### src/shared/serial_output_pkg.sv
package serial_output_pkg;
    // geometry
    localparam int          NUM_CH        = 8;
    localparam int          SAMPLE_W      = 12;
    localparam int          ADDR_W        = 15;
    localparam int          DATA_W        = 8;
    localparam int          PHASE_W       = 4;
    localparam int          NUM_PHASES    = 11;
    // serial control frame: rw bit, address, data
    localparam int          FRAME_BITS    = 24;
    localparam int          HDR_BITS      = 16;
    localparam logic [4:0]  CNT_RW        = 5'h00;
    localparam logic [4:0]  CNT_ADDR_LAST = 5'h0F;
    localparam logic [4:0]  CNT_HDR_DONE  = 5'h10;
    localparam logic [4:0]  CNT_LAST      = 5'h17;
    localparam logic [4:0]  CNT_ONE       = 5'h01;
    // register offsets
    localparam logic [ADDR_W-1:0] CH_SELECT_ADDR  = 15'h0005;
    localparam logic [ADDR_W-1:0] OUT_FORMAT_ADDR = 15'h0014;
    localparam logic [ADDR_W-1:0] OUT_ADJUST_ADDR = 15'h0015;
    localparam logic [ADDR_W-1:0] OUT_PHASE_ADDR  = 15'h0016;
    // reset values
    localparam logic [7:0]  CH_SELECT_RST  = 8'hFF;
    localparam logic [7:0]  FORMAT_RST     = 8'h00;
    localparam logic [7:0]  ADJUST_RST     = 8'h00;
    localparam logic [PHASE_W-1:0] PHASE_RST = 4'h3;
    // fields
    localparam logic [7:0]  FORMAT_SHARED_MASK = 8'hFB;
    localparam logic [7:0]  ADJUST_SHARED_MASK = 8'hFE;
    localparam int          INVERT_BIT     = 2;
    localparam int          DRIVE_X2_BIT   = 0;
    localparam int          FMT_LSB        = 0;
    localparam logic [1:0]  FMT_OFFSET_BIN = 2'h0;
    localparam logic [1:0]  FMT_TWOS       = 2'h1;
    localparam logic [PHASE_W-1:0] PHASE_MAX = 4'hA;
    localparam int          DEG_PER_STEP   = 60;
endpackage : serial_output_pkg

### src/hw/serial_port_slave.sv
module serial_port_slave
    import serial_output_pkg::*;
(
    // clock and reset
    input  wire logic              core_clk_in,
    input  wire logic              arst_n_in,
    // serial control pins
    input  wire logic              csb_n_in,
    input  wire logic              sclk_in,
    input  wire logic              sdio_in,
    output logic                   sdio_out,
    output logic                   sdio_oe_out,
    // register side
    input  wire logic [DATA_W-1:0] rd_data_in,
    output logic [ADDR_W-1:0]      addr_out,
    output logic [DATA_W-1:0]      wr_data_out,
    output logic                   wr_en_out
);
    typedef struct packed {
        logic              sclk;
        logic [4:0]        cnt;
        logic              rd;
        logic [ADDR_W-1:0] shift;
        logic [ADDR_W-1:0] addr;
        logic [DATA_W-1:0] dout;
        logic              sdo;
        logic              oe;
        logic              wr;
        logic [DATA_W-1:0] wdata;
    } port_state_t;

    port_state_t s_q;
    port_state_t s_d;

    always_comb begin
        s_d      = s_q;
        s_d.sclk = sclk_in;
        s_d.wr   = 1'b0;
        if (csb_n_in) begin
            s_d.cnt = CNT_RW;
            s_d.rd  = 1'b0;
            s_d.oe  = 1'b0;
        end else if (sclk_in && !s_q.sclk) begin
            s_d.shift = {s_q.shift[ADDR_W-2:0], sdio_in};
            s_d.cnt   = s_q.cnt + CNT_ONE;
            if (s_q.cnt == CNT_RW)
                s_d.rd = sdio_in;
            if (s_q.cnt == CNT_ADDR_LAST)
                s_d.addr = {s_q.shift[ADDR_W-2:0], sdio_in};
            if (s_q.cnt == CNT_LAST && !s_q.rd) begin
                s_d.wr    = 1'b1;
                s_d.wdata = {s_q.shift[DATA_W-2:0], sdio_in};
            end
        end else if (!sclk_in && s_q.sclk && s_q.rd
                     && s_q.cnt >= CNT_HDR_DONE) begin
            // first falling edge after the header loads the answer
            if (s_q.cnt == CNT_HDR_DONE) begin
                s_d.sdo  = rd_data_in[DATA_W-1];
                s_d.dout = {rd_data_in[DATA_W-2:0], 1'b0};
                // drive from the moment the msb is on the pin
                s_d.oe   = 1'b1;
            end else begin
                s_d.sdo  = s_q.dout[DATA_W-1];
                s_d.dout = {s_q.dout[DATA_W-2:0], 1'b0};
            end
        end
    end

    always_ff @(posedge core_clk_in or negedge arst_n_in) begin
        if (!arst_n_in)
            s_q <= '0;
        else
            s_q <= s_d;
    end

    assign addr_out    = s_q.addr;
    assign wr_data_out = s_q.wdata;
    assign wr_en_out   = s_q.wr;
    assign sdio_out    = s_q.sdo;
    assign sdio_oe_out = s_q.oe && !csb_n_in;
endmodule : serial_port_slave

### src/hw/serial_output_config_regs.sv
module serial_output_config_regs
    import serial_output_pkg::*;
#(
    parameter int CH = NUM_CH,
    parameter int SW = SAMPLE_W
) (
    // clock and reset
    input  wire logic                     core_clk_in,
    input  wire logic                     arst_n_in,
    // serial control port
    input  wire logic                     csb_n_in,
    input  wire logic                     sclk_in,
    input  wire logic                     sdio_in,
    output logic                          sdio_out,
    output logic                          sdio_oe_out,
    // converter samples and divider phases
    input  wire logic [CH-1:0][SW-1:0]    sample_in,
    input  wire logic                     sample_valid_in,
    input  wire logic [NUM_PHASES-1:0]    divider_phase_in,
    input  wire logic                     frame_clk_in,
    // serial link side
    output logic [CH-1:0][SW-1:0]         sample_out,
    output logic                          serial_bit_clock_out,
    output logic                          serial_frame_clock_out,
    output logic [CH-1:0]                 drive_x2_out,
    output logic [7:0]                    format_shared_out,
    output logic [7:0]                    adjust_shared_out
);
    typedef struct packed {
        logic [7:0]             ch_sel;
        logic [7:0]             fmt;
        logic [CH-1:0]          inv;
        logic [7:0]             adj;
        logic [CH-1:0]          drv;
        logic [PHASE_W-1:0]     phase;
        logic [CH-1:0][SW-1:0]  smp;
        logic                   bclk;
        logic                   fclk;
    } cfg_state_t;

    cfg_state_t s_q;
    cfg_state_t s_d;

    logic [ADDR_W-1:0]     addr;
    logic [DATA_W-1:0]     wr_data;
    logic                  wr_en;
    logic [DATA_W-1:0]     rd_data;
    logic [CH-1:0][SW-1:0] enc;
    logic [CH-1:0]         sel;

    serial_port_slave u_port (
        .core_clk_in (core_clk_in),
        .arst_n_in   (arst_n_in),
        .csb_n_in    (csb_n_in),
        .sclk_in     (sclk_in),
        .sdio_in     (sdio_in),
        .sdio_out    (sdio_out),
        .sdio_oe_out (sdio_oe_out),
        .rd_data_in  (rd_data),
        .addr_out    (addr),
        .wr_data_out (wr_data),
        .wr_en_out   (wr_en)
    );

    assign sel = s_q.ch_sel[CH-1:0];

    // per-channel encode; only the sample strobe times the capture
    for (genvar c = 0; c < CH; c++) begin : g_enc
        logic [SW-1:0] coded;
        always_comb begin
            coded = sample_in[c];
            if (s_q.fmt[FMT_LSB +: 2] == FMT_TWOS)
                coded[SW-1] = ~sample_in[c][SW-1];
            enc[c] = s_q.inv[c] ? ~coded : coded;
        end
    end

    // readback shows the per-channel bit of the lowest selected channel
    always_comb begin
        logic inv_rb;
        logic drv_rb;
        logic found;
        inv_rb = 1'b0;
        drv_rb = 1'b0;
        found  = 1'b0;
        for (int c = 0; c < CH; c++) begin
            if (sel[c] && !found) begin
                inv_rb = s_q.inv[c];
                drv_rb = s_q.drv[c];
                found  = 1'b1;
            end
        end
        case (addr)
            CH_SELECT_ADDR:  rd_data = s_q.ch_sel;
            OUT_FORMAT_ADDR:
                rd_data = s_q.fmt | (DATA_W'(inv_rb) << INVERT_BIT);
            OUT_ADJUST_ADDR:
                rd_data = s_q.adj | (DATA_W'(drv_rb) << DRIVE_X2_BIT);
            OUT_PHASE_ADDR:  rd_data = {{(DATA_W-PHASE_W){1'b0}}, s_q.phase};
            default:         rd_data = 8'h00;
        endcase
    end

    always_comb begin
        s_d      = s_q;
        s_d.fclk = frame_clk_in;
        s_d.bclk = divider_phase_in[s_q.phase];
        if (sample_valid_in)
            s_d.smp = enc;
        if (wr_en) begin
            case (addr)
                CH_SELECT_ADDR: s_d.ch_sel = wr_data;
                OUT_FORMAT_ADDR: begin
                    s_d.fmt = wr_data & FORMAT_SHARED_MASK;
                    for (int c = 0; c < CH; c++)
                        if (sel[c])
                            s_d.inv[c] = wr_data[INVERT_BIT];
                end
                OUT_ADJUST_ADDR: begin
                    s_d.adj = wr_data & ADJUST_SHARED_MASK;
                    for (int c = 0; c < CH; c++)
                        if (sel[c])
                            s_d.drv[c] = wr_data[DRIVE_X2_BIT];
                end
                OUT_PHASE_ADDR: begin
                    if (wr_data[PHASE_W-1:0] <= PHASE_MAX)
                        s_d.phase = wr_data[PHASE_W-1:0];
                end
                default: ;
            endcase
        end
    end

    always_ff @(posedge core_clk_in or negedge arst_n_in) begin
        if (!arst_n_in) begin
            s_q        <= '0;
            s_q.ch_sel <= CH_SELECT_RST;
            s_q.fmt    <= FORMAT_RST;
            s_q.adj    <= ADJUST_RST;
            s_q.phase  <= PHASE_RST;
        end else begin
            s_q <= s_d;
        end
    end

    assign sample_out             = s_q.smp;
    assign serial_bit_clock_out   = s_q.bclk;
    assign serial_frame_clock_out = s_q.fclk;
    assign drive_x2_out           = s_q.drv;
    assign format_shared_out      = s_q.fmt;
    assign adjust_shared_out      = s_q.adj;
endmodule : serial_output_config_regs

### config.mk
export PLATFORM = sky130hd
export DESIGN_NAME = serial_output_config_regs
export DESIGN_NICKNAME = d
export VERILOG_FILES = /design/src/shared/serial_output_pkg.sv /design/src/hw/serial_port_slave.sv /design/src/hw/serial_output_config_regs.sv
export SDC_FILE = /design/constraint.sdc
export NUM_CORES = 1
export LEC_CHECK = 0
export ABC_CLOCK_PERIOD_IN_PS = 5930
export BUFFER_PORTS_ARGS = -buffer_cell sky130_fd_sc_hd__clkbuf_2
export CORE_MARGIN = 1
export CORE_UTILIZATION = 42
export CTS_CLUSTER_SIZE = 14
export DETAILED_ROUTE_END_ITERATION = 12
export HOLD_SLACK_MARGIN = 0.1
export PLACE_DENSITY = 0.66
export SYNTH_ARGS = -nofsm -noshare
export SYNTH_HDL_FRONTEND = slang
export SYNTH_SLANG_ARGS = --single-unit
export TNS_END_PERCENT = 1
### constraint.sdc
create_clock -name core_clk_in -period 5.93 [get_ports core_clk_in]
set_input_delay 1.186 -clock core_clk_in [delete_from_list [all_inputs] [get_ports core_clk_in]]
set_output_delay 1.186 -clock core_clk_in [all_outputs]
set_load 0.03 [all_outputs]
==> results by group, run 1 <==
Placed design
  • Detail Placement HPWL: 14.6 mm
  • Placer Congestion: 0.752
  • Placed Cells: 1276
  • Port buffer count: 235

Clock network
  • Root Driver: clkbuf_16
  • Hold buffer count at cts: 0
  • Clock sink total: 194
  • CTS max path bufs: 2
  • Reg clk slew, reported paths: 0.07 ns
  • CTS tree: built
  • H-tree levels: 4
  • Clk Latency, worst-skew pair: 0.43 ns
  • CTS resizes: 0
  • Postcts setup bufs: 0
  • CTS buffer count: 17

Setup path
  • Critical Path RT: 6.25 ns
  • Crit-path cells: clkbuf_2 -> nor2b_1 -> nor2b_1 -> buf_4 -> and2_0 -> mux2_2
  • Worst path slowest cell: and2_0
  • Critical path's largest stage delay: 0.77 ns
  • R2R Setup Slk: 2.86 ns
  • CP max FO: 16
  • Critical Path End Type: register
  • Most used cell, CP: nor2b_1
  • WP data arrival: 3.39 ns
  • Crit start category: input pin
  • WS Path Type: input pin to register

Route
  • Via count: 6297
  • Via density: 4.81
  • Final WL: 20.6 mm
  • DR pass1 iterations: 6
  • Wire per inst: 15.8 um
  • Detailed router's first-iteration violation count: 465
  • Post-DRT Antenna Nets: 0
  • DRC Markers: 0

Power and ir drop
  • Clk network pwr share: 0.383
  • Peak VDD IR: 0.186 mV
  • Tot Pwr: 0.00307 W
  • Lkg Pwr: 4.98 nW
  • Switching portion of total power: 0.283
  • Sw power: 0.000867 W
  • P_int: 0.00220 W
  • Pwr dens: 282 nW/um^2
  • Comb pwr share: 0.134
  • Sequential power share: 0.482

Global routing
  • Initial antenna violation count: 0
  • Total GRT Usage: 0.175
  • GRT overflow: 0
  • Vias in the first global route: 6125
  • Pin count of the biggest net entering global routing: 108
  • First-pass GRT wire length: 32.7 mm

Timing
  • Final hold vios: 0
  • Tcrit/Tclk final: 0.519
  • Hold_ws: 0.491 ns
  • Post-Route Skew: 0.00973 ns
  • Slew @ Worst Pin: 0.999 ns
  • Slew HR: 0.334
  • Final period demand of the worst path: 3.08 ns
  • TNS Setup: 0 ns
  • Final setup fails: 0
  • Slew Viols, Final: 0
  • RSZ-0062 raised after global routing: false
  • Fmax: 325 MHz

Synthesis
  • Netlist cell types: 61
  • Ys Warns: 0
  • Post-synth EDFFs: 0
  • Complex-gate fraction of the synthesized area: 0.0789
  • Xor/xnor share of the synthesized area: 0.0952
  • Yosys reg bits: 194
  • Post-synthesis sequential area ratio: 0.494
  • Main flop type after synthesis: dfrtp_1
  • Gate Count Post-Synth: 904
  • Mux cell area share after synthesis: 0.113
  • Area share of fa/ha/maj cells after synthesis: 0.00381
  • Largest family of logic cells by synthesized area: buffers and inverters
  • Simple-Gate Fraction of Synth Area: 0.0915
  • Synth Area per Inst: 10.9 um^2
  • Synth Cell Area: 9850 um^2
  • Async S/R FF share, synth: 1.00

Die
  • Core ar.: 22800 um^2
  • Initial Utilization: 0.431
  • Die area: 24100 um^2
  • Die width: 155 um
  • Core Rows: 55
  • IO Pins: 238
  • Die Ht: 155 um

Final layout
  • Most common cell after layout, fill and taps aside: clkbuf_2
  • Diode count: 0
  • Most frequent cells in the layout: clkbuf_2, dfrtp_1, xnor2_1
  • Non-Filler Instances: 1308
  • Post-layout util: 0.477
  • Area growth from synthesis to layout: 10.6%
  • Fill count: 2164
  • Fraction of layout cells with a size suffix above 1: 0.384
  • Nets: 1099

Outcome
  • Status: finished, final reports clean

Flow run
  • Max-cap viol count: 0

Hold path
  • Hold Crit Class: register to register
sequential cells by signal (all words and copies together) (netlist names):
register / flops
adjust_shared_out: 7
drive_x2_out: 8
format_shared_out: 7
s_q: 12
sample_out: 96
sel: 8
serial_bit_clock_out: 1
serial_frame_clock_out: 1
u_port.addr_out: 15
u_port.s_q: 29
u_port.sdio_out: 1
u_port.wr_data_out: 8
u_port.wr_en_out: 1
per-layer routing:
layer  track usage  share of wire  vias to the layer above
li1              -              -                     3071
met4        0.0372         0.0072                        0
met5             0              0                        -
met1         0.221           0.44                     3055
met3        0.0454          0.059                       11
met2         0.302           0.49                      160
power by group through the flow:
stage | registers, W | clock network (W) | logic, W
finish | 0.00148 | 0.00118 | 0.000411
global route | 0.00149 | 0.00127 | 0.000450
CTS | 0.00148 | 0.00121 | 0.000418
detailed placement | 0.00151 | 0 | 0.000417
global placement | 0.00150 | 0 | 0.000411
floorplan | 0.00148 | 0 | 0.000350
Yosys cell counts, drive strengths merged (2+ instances only):
cell type | n | area (um^2)
nand4 | 3 | 18.8
nor3 | 2 | 10.0
or4 | 2 | 15.0
nor3b | 3 | 22.5
inv | 7 | 26.3
o21ai | 3 | 15.0
or3 | 2 | 12.5
and3b | 2 | 17.5
nand2b | 3 | 18.8
xor2 | 2 | 17.5
nand2 | 34 | 153
mux2i | 4 | 40.0
buf | 140 | 1030
nand3b | 6 | 45.0
clkbuf | 42 | 163
o21bai | 2 | 15.0
and2 | 2 | 12.5
a222oi | 6 | 60.1
xnor2 | 105 | 920
nand3 | 5 | 25.0
nor2b | 10 | 62.6
a221oi | 4 | 35.0
mux2 | 89 | 1020
a21o | 3 | 22.5
dfrtp | 184 | 4600
ha | 3 | 37.5
o221ai | 4 | 35.0
a21oi | 96 | 480
mux4 | 2 | 45.0
nor4 | 4 | 61.3
dfstp | 10 | 263
a221o | 2 | 20.0
nor2 | 99 | 372
a211oi | 4 | 30.0
layout make-up:
type	count	area [um^2]	share of cell area
Clock inverter	14	168	0.0154
Timing Repair Buffer	240	1240	0.114
Tap cell	313	392	0.0360
Clock buffer	18	429	0.0394
Sequential cell	194	4870	0.447
Inverter	7	26.3	0.00241
Multi-Input combinational cell	522	3770	0.346
cells by family (layout without fill, tap and decap cells):
family,count (synthesis),in the layout
compound gates,132,132
xor+xnor,107,107
fa+ha+maj,3,3
buf+inv,189,279
other cells,1,2
simple gates,183,183
mux,95,95
flops,194,194
critical path, delay by kind of cell:
kind | cells | cell delay (ns)
buffers and inverters | 2 | 0.34
AND/OR/NAND/NOR | 3 | 1.46
multiplexers | 1 | 0.41
metrics by stage:
stage                     cell area (um^2)  setup slack [ns]
final                                10900              2.85
after global routing                 10900              2.66
after CTS                            10900              2.83
after detailed placement             10300              2.39
after global placement               10300              2.44
after floorplan                       9850              2.91
final timing paths:
path / from / to / depth (start not counted)
setup / recovery: sclk_in / u_port.addr_out[4] / 6
hold / removal: u_port.s_q[15] / u_port.s_q[15] / 1
setup reg to reg: u_port.addr_out[7] / drive_x2_out[4] / 5
hold reg to reg: u_port.s_q[15] / u_port.s_q[15] / 1
max in group asynchronous: arst_n_in / s_q[100] / 2
min in group asynchronous: arst_n_in / sample_out[70] / 1
Power figures use the tool's default switching activity.
==> run 2, diff against run 1 <==
- ABC_CLOCK_PERIOD_IN_PS: 5930 -> 2730
- PLACE_DENSITY: 0.66 -> 0.69
- clock period: 5.93 -> 2.73 ns (I/O delays scaled with it)
==> run 2 against run 1 <==
  * Sequential power grew 120%
  * Power grew 110%
  * Non-clock buffer count grew 27
  * Combinational power grew 120%
  * Sequential share of layout area shrank 0.89 points
  * Hold slack lost 0.36 ns
  * Register-to-register slack lost 2.5 ns
  * Routed wire length grew 4.0%
  * Clock power grew 110%
  * Via count grew 3.1%
  * Critical path type is now register to register
==> results by group, run 2 (synthesis results as in run 1) <==
Outcome
  • Status: finished, final reports clean

Clock network
  • H-tree levels: 4 (unchanged)
  • CTS buffer count: 17 (unchanged)
  • CTS max path bufs: 2 (unchanged)
  • CTS resizes: 0 (unchanged)
  • Clock sink total: 194 (unchanged)
  • Reg clk slew, reported paths: 0.08 ns (about the same)
  • Hold buffer count at cts: 0 (unchanged)
  • Root Driver: clkbuf_16
  • Clk Latency, worst-skew pair: 0.43 ns (about the same)
  • Postcts setup bufs: 0 (unchanged)
  • CTS tree: built

Power and ir drop
  • Clk network pwr share: 0.372 (-0.011)
  • Sequential power share: 0.488 (+0.006)
  • Switching portion of total power: 0.292 (+0.00943)
  • Comb pwr share: 0.139 (+0.005)
  • Pwr dens: 591 nW/um^2 (+110%)
  • P_int: 0.00465 W (+110%)
  • Lkg Pwr: 5.13 nW (+2.9%)
  • Sw power: 0.00192 W (+120%)
  • Peak VDD IR: 0.374 mV (+100%)

Timing
  • Final period demand of the worst path: 2.40 ns
  • Post-Route Skew: 0.00889 ns (-0.000836 ns)
  • RSZ-0062 raised after global routing: false
  • Fmax: 417 MHz
  • Slew @ Worst Pin: 0.676 ns (-0.323 ns)
  • TNS Setup: 0 ns (unchanged)
  • Tcrit/Tclk final: 0.879
  • Hold_ws: 0.127 ns (-0.364 ns)
  • Final setup fails: 0 (unchanged)
  • Slew Viols, Final: 0 (unchanged)
  • Final hold vios: 0 (unchanged)
  • Slew HR: 0.550 (+0.216)
  • Final setup margin: 0.330 ns (-2.52 ns)

Die
  • Die Ht: 155 um (unchanged)
  • Core ar.: 22800 um^2 (unchanged)
  • Die area: 24100 um^2 (unchanged)
  • IO Pins: 238 (unchanged)
  • Die width: 155 um (unchanged)
  • Initial Utilization: 0.431 (unchanged)
  • Core Rows: 55 (unchanged)

Route
  • Final WL: 21.5 mm (+4.0%)
  • Via count: 6490 (+3.1%)
  • Wire per inst: 16.1 um (+1.9%)
  • Detailed router's first-iteration violation count: 368 (-21%)
  • Via density: 4.86 (+0.98%)
  • DR pass1 iterations: 5 (-1)
  • Post-DRT Antenna Nets: 0 (unchanged)
  • DRC Markers: 0 (unchanged)

Placed design
  • Placer Congestion: 0.782 (+4.0%)
  • Detail Placement HPWL: 15.5 mm (+6.3%)
  • Port buffer count: 235 (unchanged)
  • Post-Place Setup Slack: 0.330 ns (-2.06 ns)
  • Cell Area, Placed: 10500 um^2 (+2.3%)

Global routing
  • Initial antenna violation count: 0 (unchanged)
  • GRT overflow: 0 (unchanged)
  • First-pass GRT wire length: 34.1 mm (+4.2%)
  • Total GRT Usage: 0.182 (+0.00731)
  • Pin count of the biggest net entering global routing: 76 (-30%)
  • Vias in the first global route: 6480 (+5.8%)

Final layout
  • Fill count: 2136 (-1.3%)
  • Nets: 1126 (+2.5%)
  • Fraction of layout cells with a size suffix above 1: 0.401 (+0.0173)
  • Register area: 4870 um^2 (unchanged)
  • Area taken by multi-input logic gates: 3770 um^2 (unchanged)
  • Most common cell after layout, fill and taps aside: clkbuf_2
  • Max reg flops: 96 (unchanged)
  • Cell area after layout: 11100 um^2 (+2.0%)
  • Diode count: 0 (unchanged)
  • Area growth from synthesis to layout: 12.8%
  • Post-layout util: 0.486 (+0.00964)
  • Most frequent cells in the layout: clkbuf_2, dfrtp_1, xnor2_1

Setup path
  • Crit start category: register
  • WS Path Type: register to register
  • Critical Path RT: 3.04 ns (-3.21 ns)
  • CP max FO: 4 (-12)
  • WP data arrival: 2.71 ns (-0.68 ns)
  • Critical Path End Type: register
  • R2R Setup Slk: 0.33 ns (-2.53 ns)

Flow run
  • Max-cap viol count: 0 (unchanged)

Hold path
  • Hold Crit Class: input pin to async pin
==> run 2: cell types whose count changed in the layout (fill, tap and decap cells not counted) <==
cell / change
buf_4: +24
buf_12: +3
bufinv_16: -2
inv_6: -2
inv_8: +2
clkbuf_1: -1
clkbuf_8: +1
clkinv_4: +1
clkinv_8: +1
==> run 2: worst max-delay path: stages, from the launching register on <==
cell     delay (ns)
dfrtp_1        0.37
or4_1          0.68
nor4_4         0.38
nand3_1        0.17
a21oi_1        0.29
mux2_2         0.38
==> run 2: layout make-up <==
type,count,share of cell area
sequential,194,0.438
multi-input combinational,522,0.339
timing repair buffer,267,0.133
clock buffer,18,0.0395
tap,313,0.0353
clock inverter,14,0.0124
inverter,7,0.00237
==> run 2: routing by layer <==
layer	GRT usage	wire length [um]	vias up
met5	0	0	-
li1	-	-	3116
met2	0.321	11000	177
met4	0.0533	280	0
met3	0.0404	1170	19
met1	0.223	9040	3178
==> run 2: path summary, 6_finish.rpt <==
path | startpoint | endpoint | cells past startpoint
setup / recovery | u_port.addr_out[7] | s_q[100] | 5
hold / removal | arst_n_in | sample_out[72] | 1
setup reg to reg | u_port.addr_out[7] | s_q[100] | 5
hold reg to reg | u_port.s_q[15] | u_port.s_q[15] | 1
max in group asynchronous | arst_n_in | sel[1] | 2
min in group core_clk_in | frame_clk_in | serial_frame_clock_out | 1
==> run 2: power by group through the flow <==
| stage | Combinational, W | Sequential, W | Clock, W |
|---|---|---|---|
| 5_1_grt | 0.000991 | 0.00324 | 0.00265 |
| 4_1_cts | 0.000926 | 0.00321 | 0.00254 |
| 6_report | 0.000913 | 0.00321 | 0.00245 |
| 2_1_floorplan | 0.000761 | 0.00322 | 0 |
| 3_5_place_dp | 0.000923 | 0.00326 | 0 |
| 3_3_place_gp | 0.000910 | 0.00326 | 0 |
==> run 2: through the flow <==
step	instances	total power, W
2_1_floorplan	905	0.00398
3_5_place_dp	1303	0.00419
4_1_cts	1335	0.00667
3_3_place_gp	1303	0.00417
6_report	1335	0.00657
5_1_grt	1335	0.00688
==> run 3, diff against run 2 <==
- ABC_AREA: unset -> 1
- BUFFER_PORTS_ARGS: -buffer_cell sky130_fd_sc_hd__clkbuf_2 -> -buffer_cell sky130_fd_sc_hd__buf_4
==> run 3 against run 2 <==
  * Combinational power increased by 7.2%
  * Via count rose by 10%
  * Largest power group unchanged
  * Core utilization rose by 2.2 points
  * Final cell count increased by 13%
  * Critical path type unchanged
==> results by group, run 3 <==
Outcome
  • Status: finished, final reports clean

Placed design
  • Post-Place Setup Slack: 0.643 ns (+0.313 ns)
  • Placer Congestion: 0.890 (+14%)
  • Port buffer count: 235 (unchanged)
  • Detail Placement HPWL: 16.4 mm (+5.6%)
  • Cell Area, Placed: 11000 um^2 (+4.0%)

Setup path
  • Critical path's largest stage delay: 0.40 ns (-0.28 ns)
  • Buf+Inv Stages, Crit Path: 2 (+2)
  • Critical Path RT: 3.06 ns (+0.02 ns)
  • Delay-heaviest family, CP: simple AND/OR/NAND/NOR gates
  • Crit-path cells: nor2_1 -> nand2_1 -> nor2_4 -> nand2_4 -> nor2_4 -> inv_2 -> nor2_4 -> inv_2 -> o21ai_0
  • FF-to-FF End: format_shared_out[6]
  • WP data arrival: 2.40 ns (-0.31 ns)
  • R2R Setup Slk: 0.66 ns (+0.33 ns)
  • Most used cell, CP: nor2_4
  • Worst Reg-to-Reg Cells: 9 (+4)
  • RR Startpoint: u_port.addr_out[13]
  • WS Path Type: register to register
  • Worst path slowest cell: nor2_4
  • CP max FO: 21 (+17)
  • Crit start category: register
  • Critical Path End Type: register

Timing
  • Tcrit/Tclk final: 0.758 (-0.122)
  • Slew Viols, Final: 0 (unchanged)
  • Fmax: 484 MHz (+16%)
  • Final setup fails: 0 (unchanged)
  • TNS Setup: 0 ns (unchanged)
  • Post-Route Skew: 0.0147 ns (+0.00577 ns)
  • Final setup margin: 0.662 ns (+0.332 ns)
  • Slew @ Worst Pin: 0.800 ns (+0.124 ns)
  • Final hold vios: 0 (unchanged)
  • RSZ-0062 raised after global routing: false
  • Final period demand of the worst path: 2.07 ns (-0.332 ns)
  • Slew HR: 0.467 (-0.0829)

Global routing
  • Pin count of the biggest net entering global routing: 66 (-13%)
  • Top Usage Layer GRT: met2
  • Vias in the first global route: 6926 (+6.9%)
  • Routing usage on met2: 0.324 (+0.00318)
  • Initial antenna violation count: 0 (unchanged)
  • Total GRT Usage: 0.193 (+0.0101)
  • GRT overflow: 0 (unchanged)
  • Met1 Use GR: 0.243 (+0.0200)
  • Met3 Resource Use GR: 0.0443 (+0.00388)
  • First-pass GRT wire length: 36.2 mm (+6.0%)

Synthesis
  • Largest area contributor in the netlist: dfrtp_1
  • Netlist cell types: 43 (-30%)
  • Top-count cell post-synth: nand2_1
  • Synth top cells by count: nand2_1, dfrtp_1, o21ai_0, buf_4, xnor2_1
  • Post-synthesis sequential area ratio: 0.497 (+0.00233)
  • Main flop type after synthesis: dfrtp_1
  • Synth top area share: 0.470 (+0.00221)
  • Ys Warns: 0 (unchanged)
  • Gate Count Post-Synth: 1089 (+20%)
  • Async S/R FF share, synth: 1.00 (unchanged)
  • Synth Area per Inst: 9.00 um^2 (-17%)
  • Synth Cell Area: 9800 um^2 (-0.47%)
  • Post-synth EDFFs: 0 (unchanged)
  • Synth area leaders: dfrtp_1, xnor2_1, buf_4, nand2_1, o21ai_0
  • Yosys reg bits: 194 (unchanged)

Clock network
  • CTS buffer count: 17 (unchanged)
  • H-tree levels: 4 (unchanged)
  • Clk Latency, worst-skew pair: 0.44 ns (about the same)
  • CTS max path bufs: 2 (unchanged)
  • CTS resizes: 0 (unchanged)
  • CTS tree: built
  • Hold buffer count at cts: 0 (unchanged)
  • Postcts setup bufs: 0 (unchanged)
  • Clock sink total: 194 (unchanged)
  • Root Driver: clkbuf_16
  • Reg clk slew, reported paths: 0.08 ns (about the same)

Die
  • Die Ht: 155 um (-0.23%)
  • Initial Utilization: 0.430 (-0.000730)
  • Core ar.: 22800 um^2 (-0.30%)
  • Die area: 24000 um^2 (-0.46%)
  • Core Rows: 55 (unchanged)
  • IO Pins: 238 (unchanged)
  • Die width: 155 um (-0.23%)

Route
  • DRC Markers: 0 (unchanged)
  • Final WL: 22.4 mm (+4.3%)
  • Via count: 7154 (+10%)
  • Via density: 4.75 (-2.3%)
  • DR pass1 iterations: 5 (unchanged)
  • Detailed router's first-iteration violation count: 418 (+14%)
  • Wire per inst: 14.8 um (-7.6%)
  • Post-DRT Antenna Nets: 0 (unchanged)

Final layout
  • Nets: 1298 (+15%)
  • Fill count: 2140 (+0.19%)
  • Max reg flops: 96 (unchanged)
  • Area growth from synthesis to layout: 18.0%
  • Most common cell after layout, fill and taps aside: buf_4
  • Cell area after layout: 11600 um^2 (+4.1%)
  • Fraction of layout cells with a size suffix above 1: 0.265 (-0.136)
  • Most frequent cells in the layout: buf_4, nand2_1, dfrtp_1
  • Diode count: 0 (unchanged)

Power and ir drop
  • P_int: 0.00470 W (+1.1%)
  • Sequential power share: 0.471 (-0.017)
  • Sw power: 0.00197 W (+2.9%)
  • Comb pwr share: 0.147 (+0.008)
  • Clk network pwr share: 0.383 (+0.011)
  • Pwr dens: 577 nW/um^2 (-2.4%)
  • Peak VDD IR: 0.393 mV (+5.1%)
  • Switching portion of total power: 0.296 (+0.00367)
  • Lkg Pwr: 5.27 nW (+2.7%)

Hold path
  • Hold Crit Class: input pin to async pin

Flow run
  • Max-cap viol count: 0 (unchanged)
-- run 3: cell families (layout without fill, tap and decap cells) --
| kind of cell | count (synthesis) | in the layout | synth area share |
|---|---|---|---|
| xor gates and xnor gates | 105 | 105 | 0.0938 |
| buffers and inverters | 250 | 354 | 0.147 |
| other | 1 | 2 | 0.000383 |
| DFF | 194 | 194 | 0.497 |
| AOI/OAI and AO/OA | 235 | 235 | 0.129 |
| and+or+nand+nor | 301 | 301 | 0.130 |
| adders and majority gates | 3 | 3 | 0.00383 |
-- run 3: worst max path at each step --
| stage | start | slack, ns | cells past startpoint | to |
|---|---|---|---|---|
| finish | u_port.addr_out[13] | 0.66 | 9 | format_shared_out[6] |
| global placement | sclk_in | 0.73 | 8 | u_port.addr_out[14] |
| floorplan | sel[3] | 1.13 | 11 | u_port.s_q[14] |
| CTS | u_port.addr_out[11] | 0.64 | 9 | format_shared_out[6] |
| detailed placement | sclk_in | 0.64 | 7 | u_port.addr_out[3] |
| global route | u_port.addr_out[11] | 0.39 | 9 | format_shared_out[6] |
-- run 3: routing by layer --
| layer | part of all wire | vias to the layer above | wire length [um] |
|---|---|---|---|
| met4 | 0.018 | 0 | 393 |
| li1 | - | 3545 | - |
| met2 | 0.48 | 197 | 10800 |
| met3 | 0.063 | 26 | 1400 |
| met5 | 0 | - | 0 |
| met1 | 0.44 | 3386 | 9810 |
-- run 3: cell type report --
class | instances | area (um^2) | share of cell area
sequential | 194 | 4870 | 0.421
multi-input combinational | 646 | 3500 | 0.302
timing repair buffer | 250 | 1920 | 0.166
clock buffer | 17 | 425 | 0.0368
tap | 313 | 392 | 0.0339
inverter | 72 | 275 | 0.0238
clock inverter | 15 | 188 | 0.0162
-- run 3: power groups by stage --
| stage | Sequential, W | Combinational (W) | Clock, W |
|---|---|---|---|
| 5_1_grt | 0.00316 | 0.00107 | 0.00273 |
| 3_3_place_gp | 0.00319 | 0.000982 | 0 |
| 3_5_place_dp | 0.00320 | 0.000993 | 0 |
| 4_1_cts | 0.00314 | 0.000996 | 0.00262 |
| 6_report | 0.00314 | 0.000979 | 0.00255 |
| 2_1_floorplan | 0.00318 | 0.000696 | 0 |
-- run 3: through the flow --
| stage | total power, W | hold WS (ns) | instances | util |
|---|---|---|---|---|
| floorplan | 0.00387 | 0.250 | 1090 | - |
| CTS | 0.00675 | 0.117 | 1507 | 0.508 |
| detailed placement | 0.00419 | 0.465 | 1475 | 0.481 |
| global route | 0.00696 | 0.144 | 1507 | 0.508 |
| finish | 0.00667 | 0.0935 | 1507 | 0.508 |
| global placement | 0.00417 | 0.459 | 1475 | 0.481 |
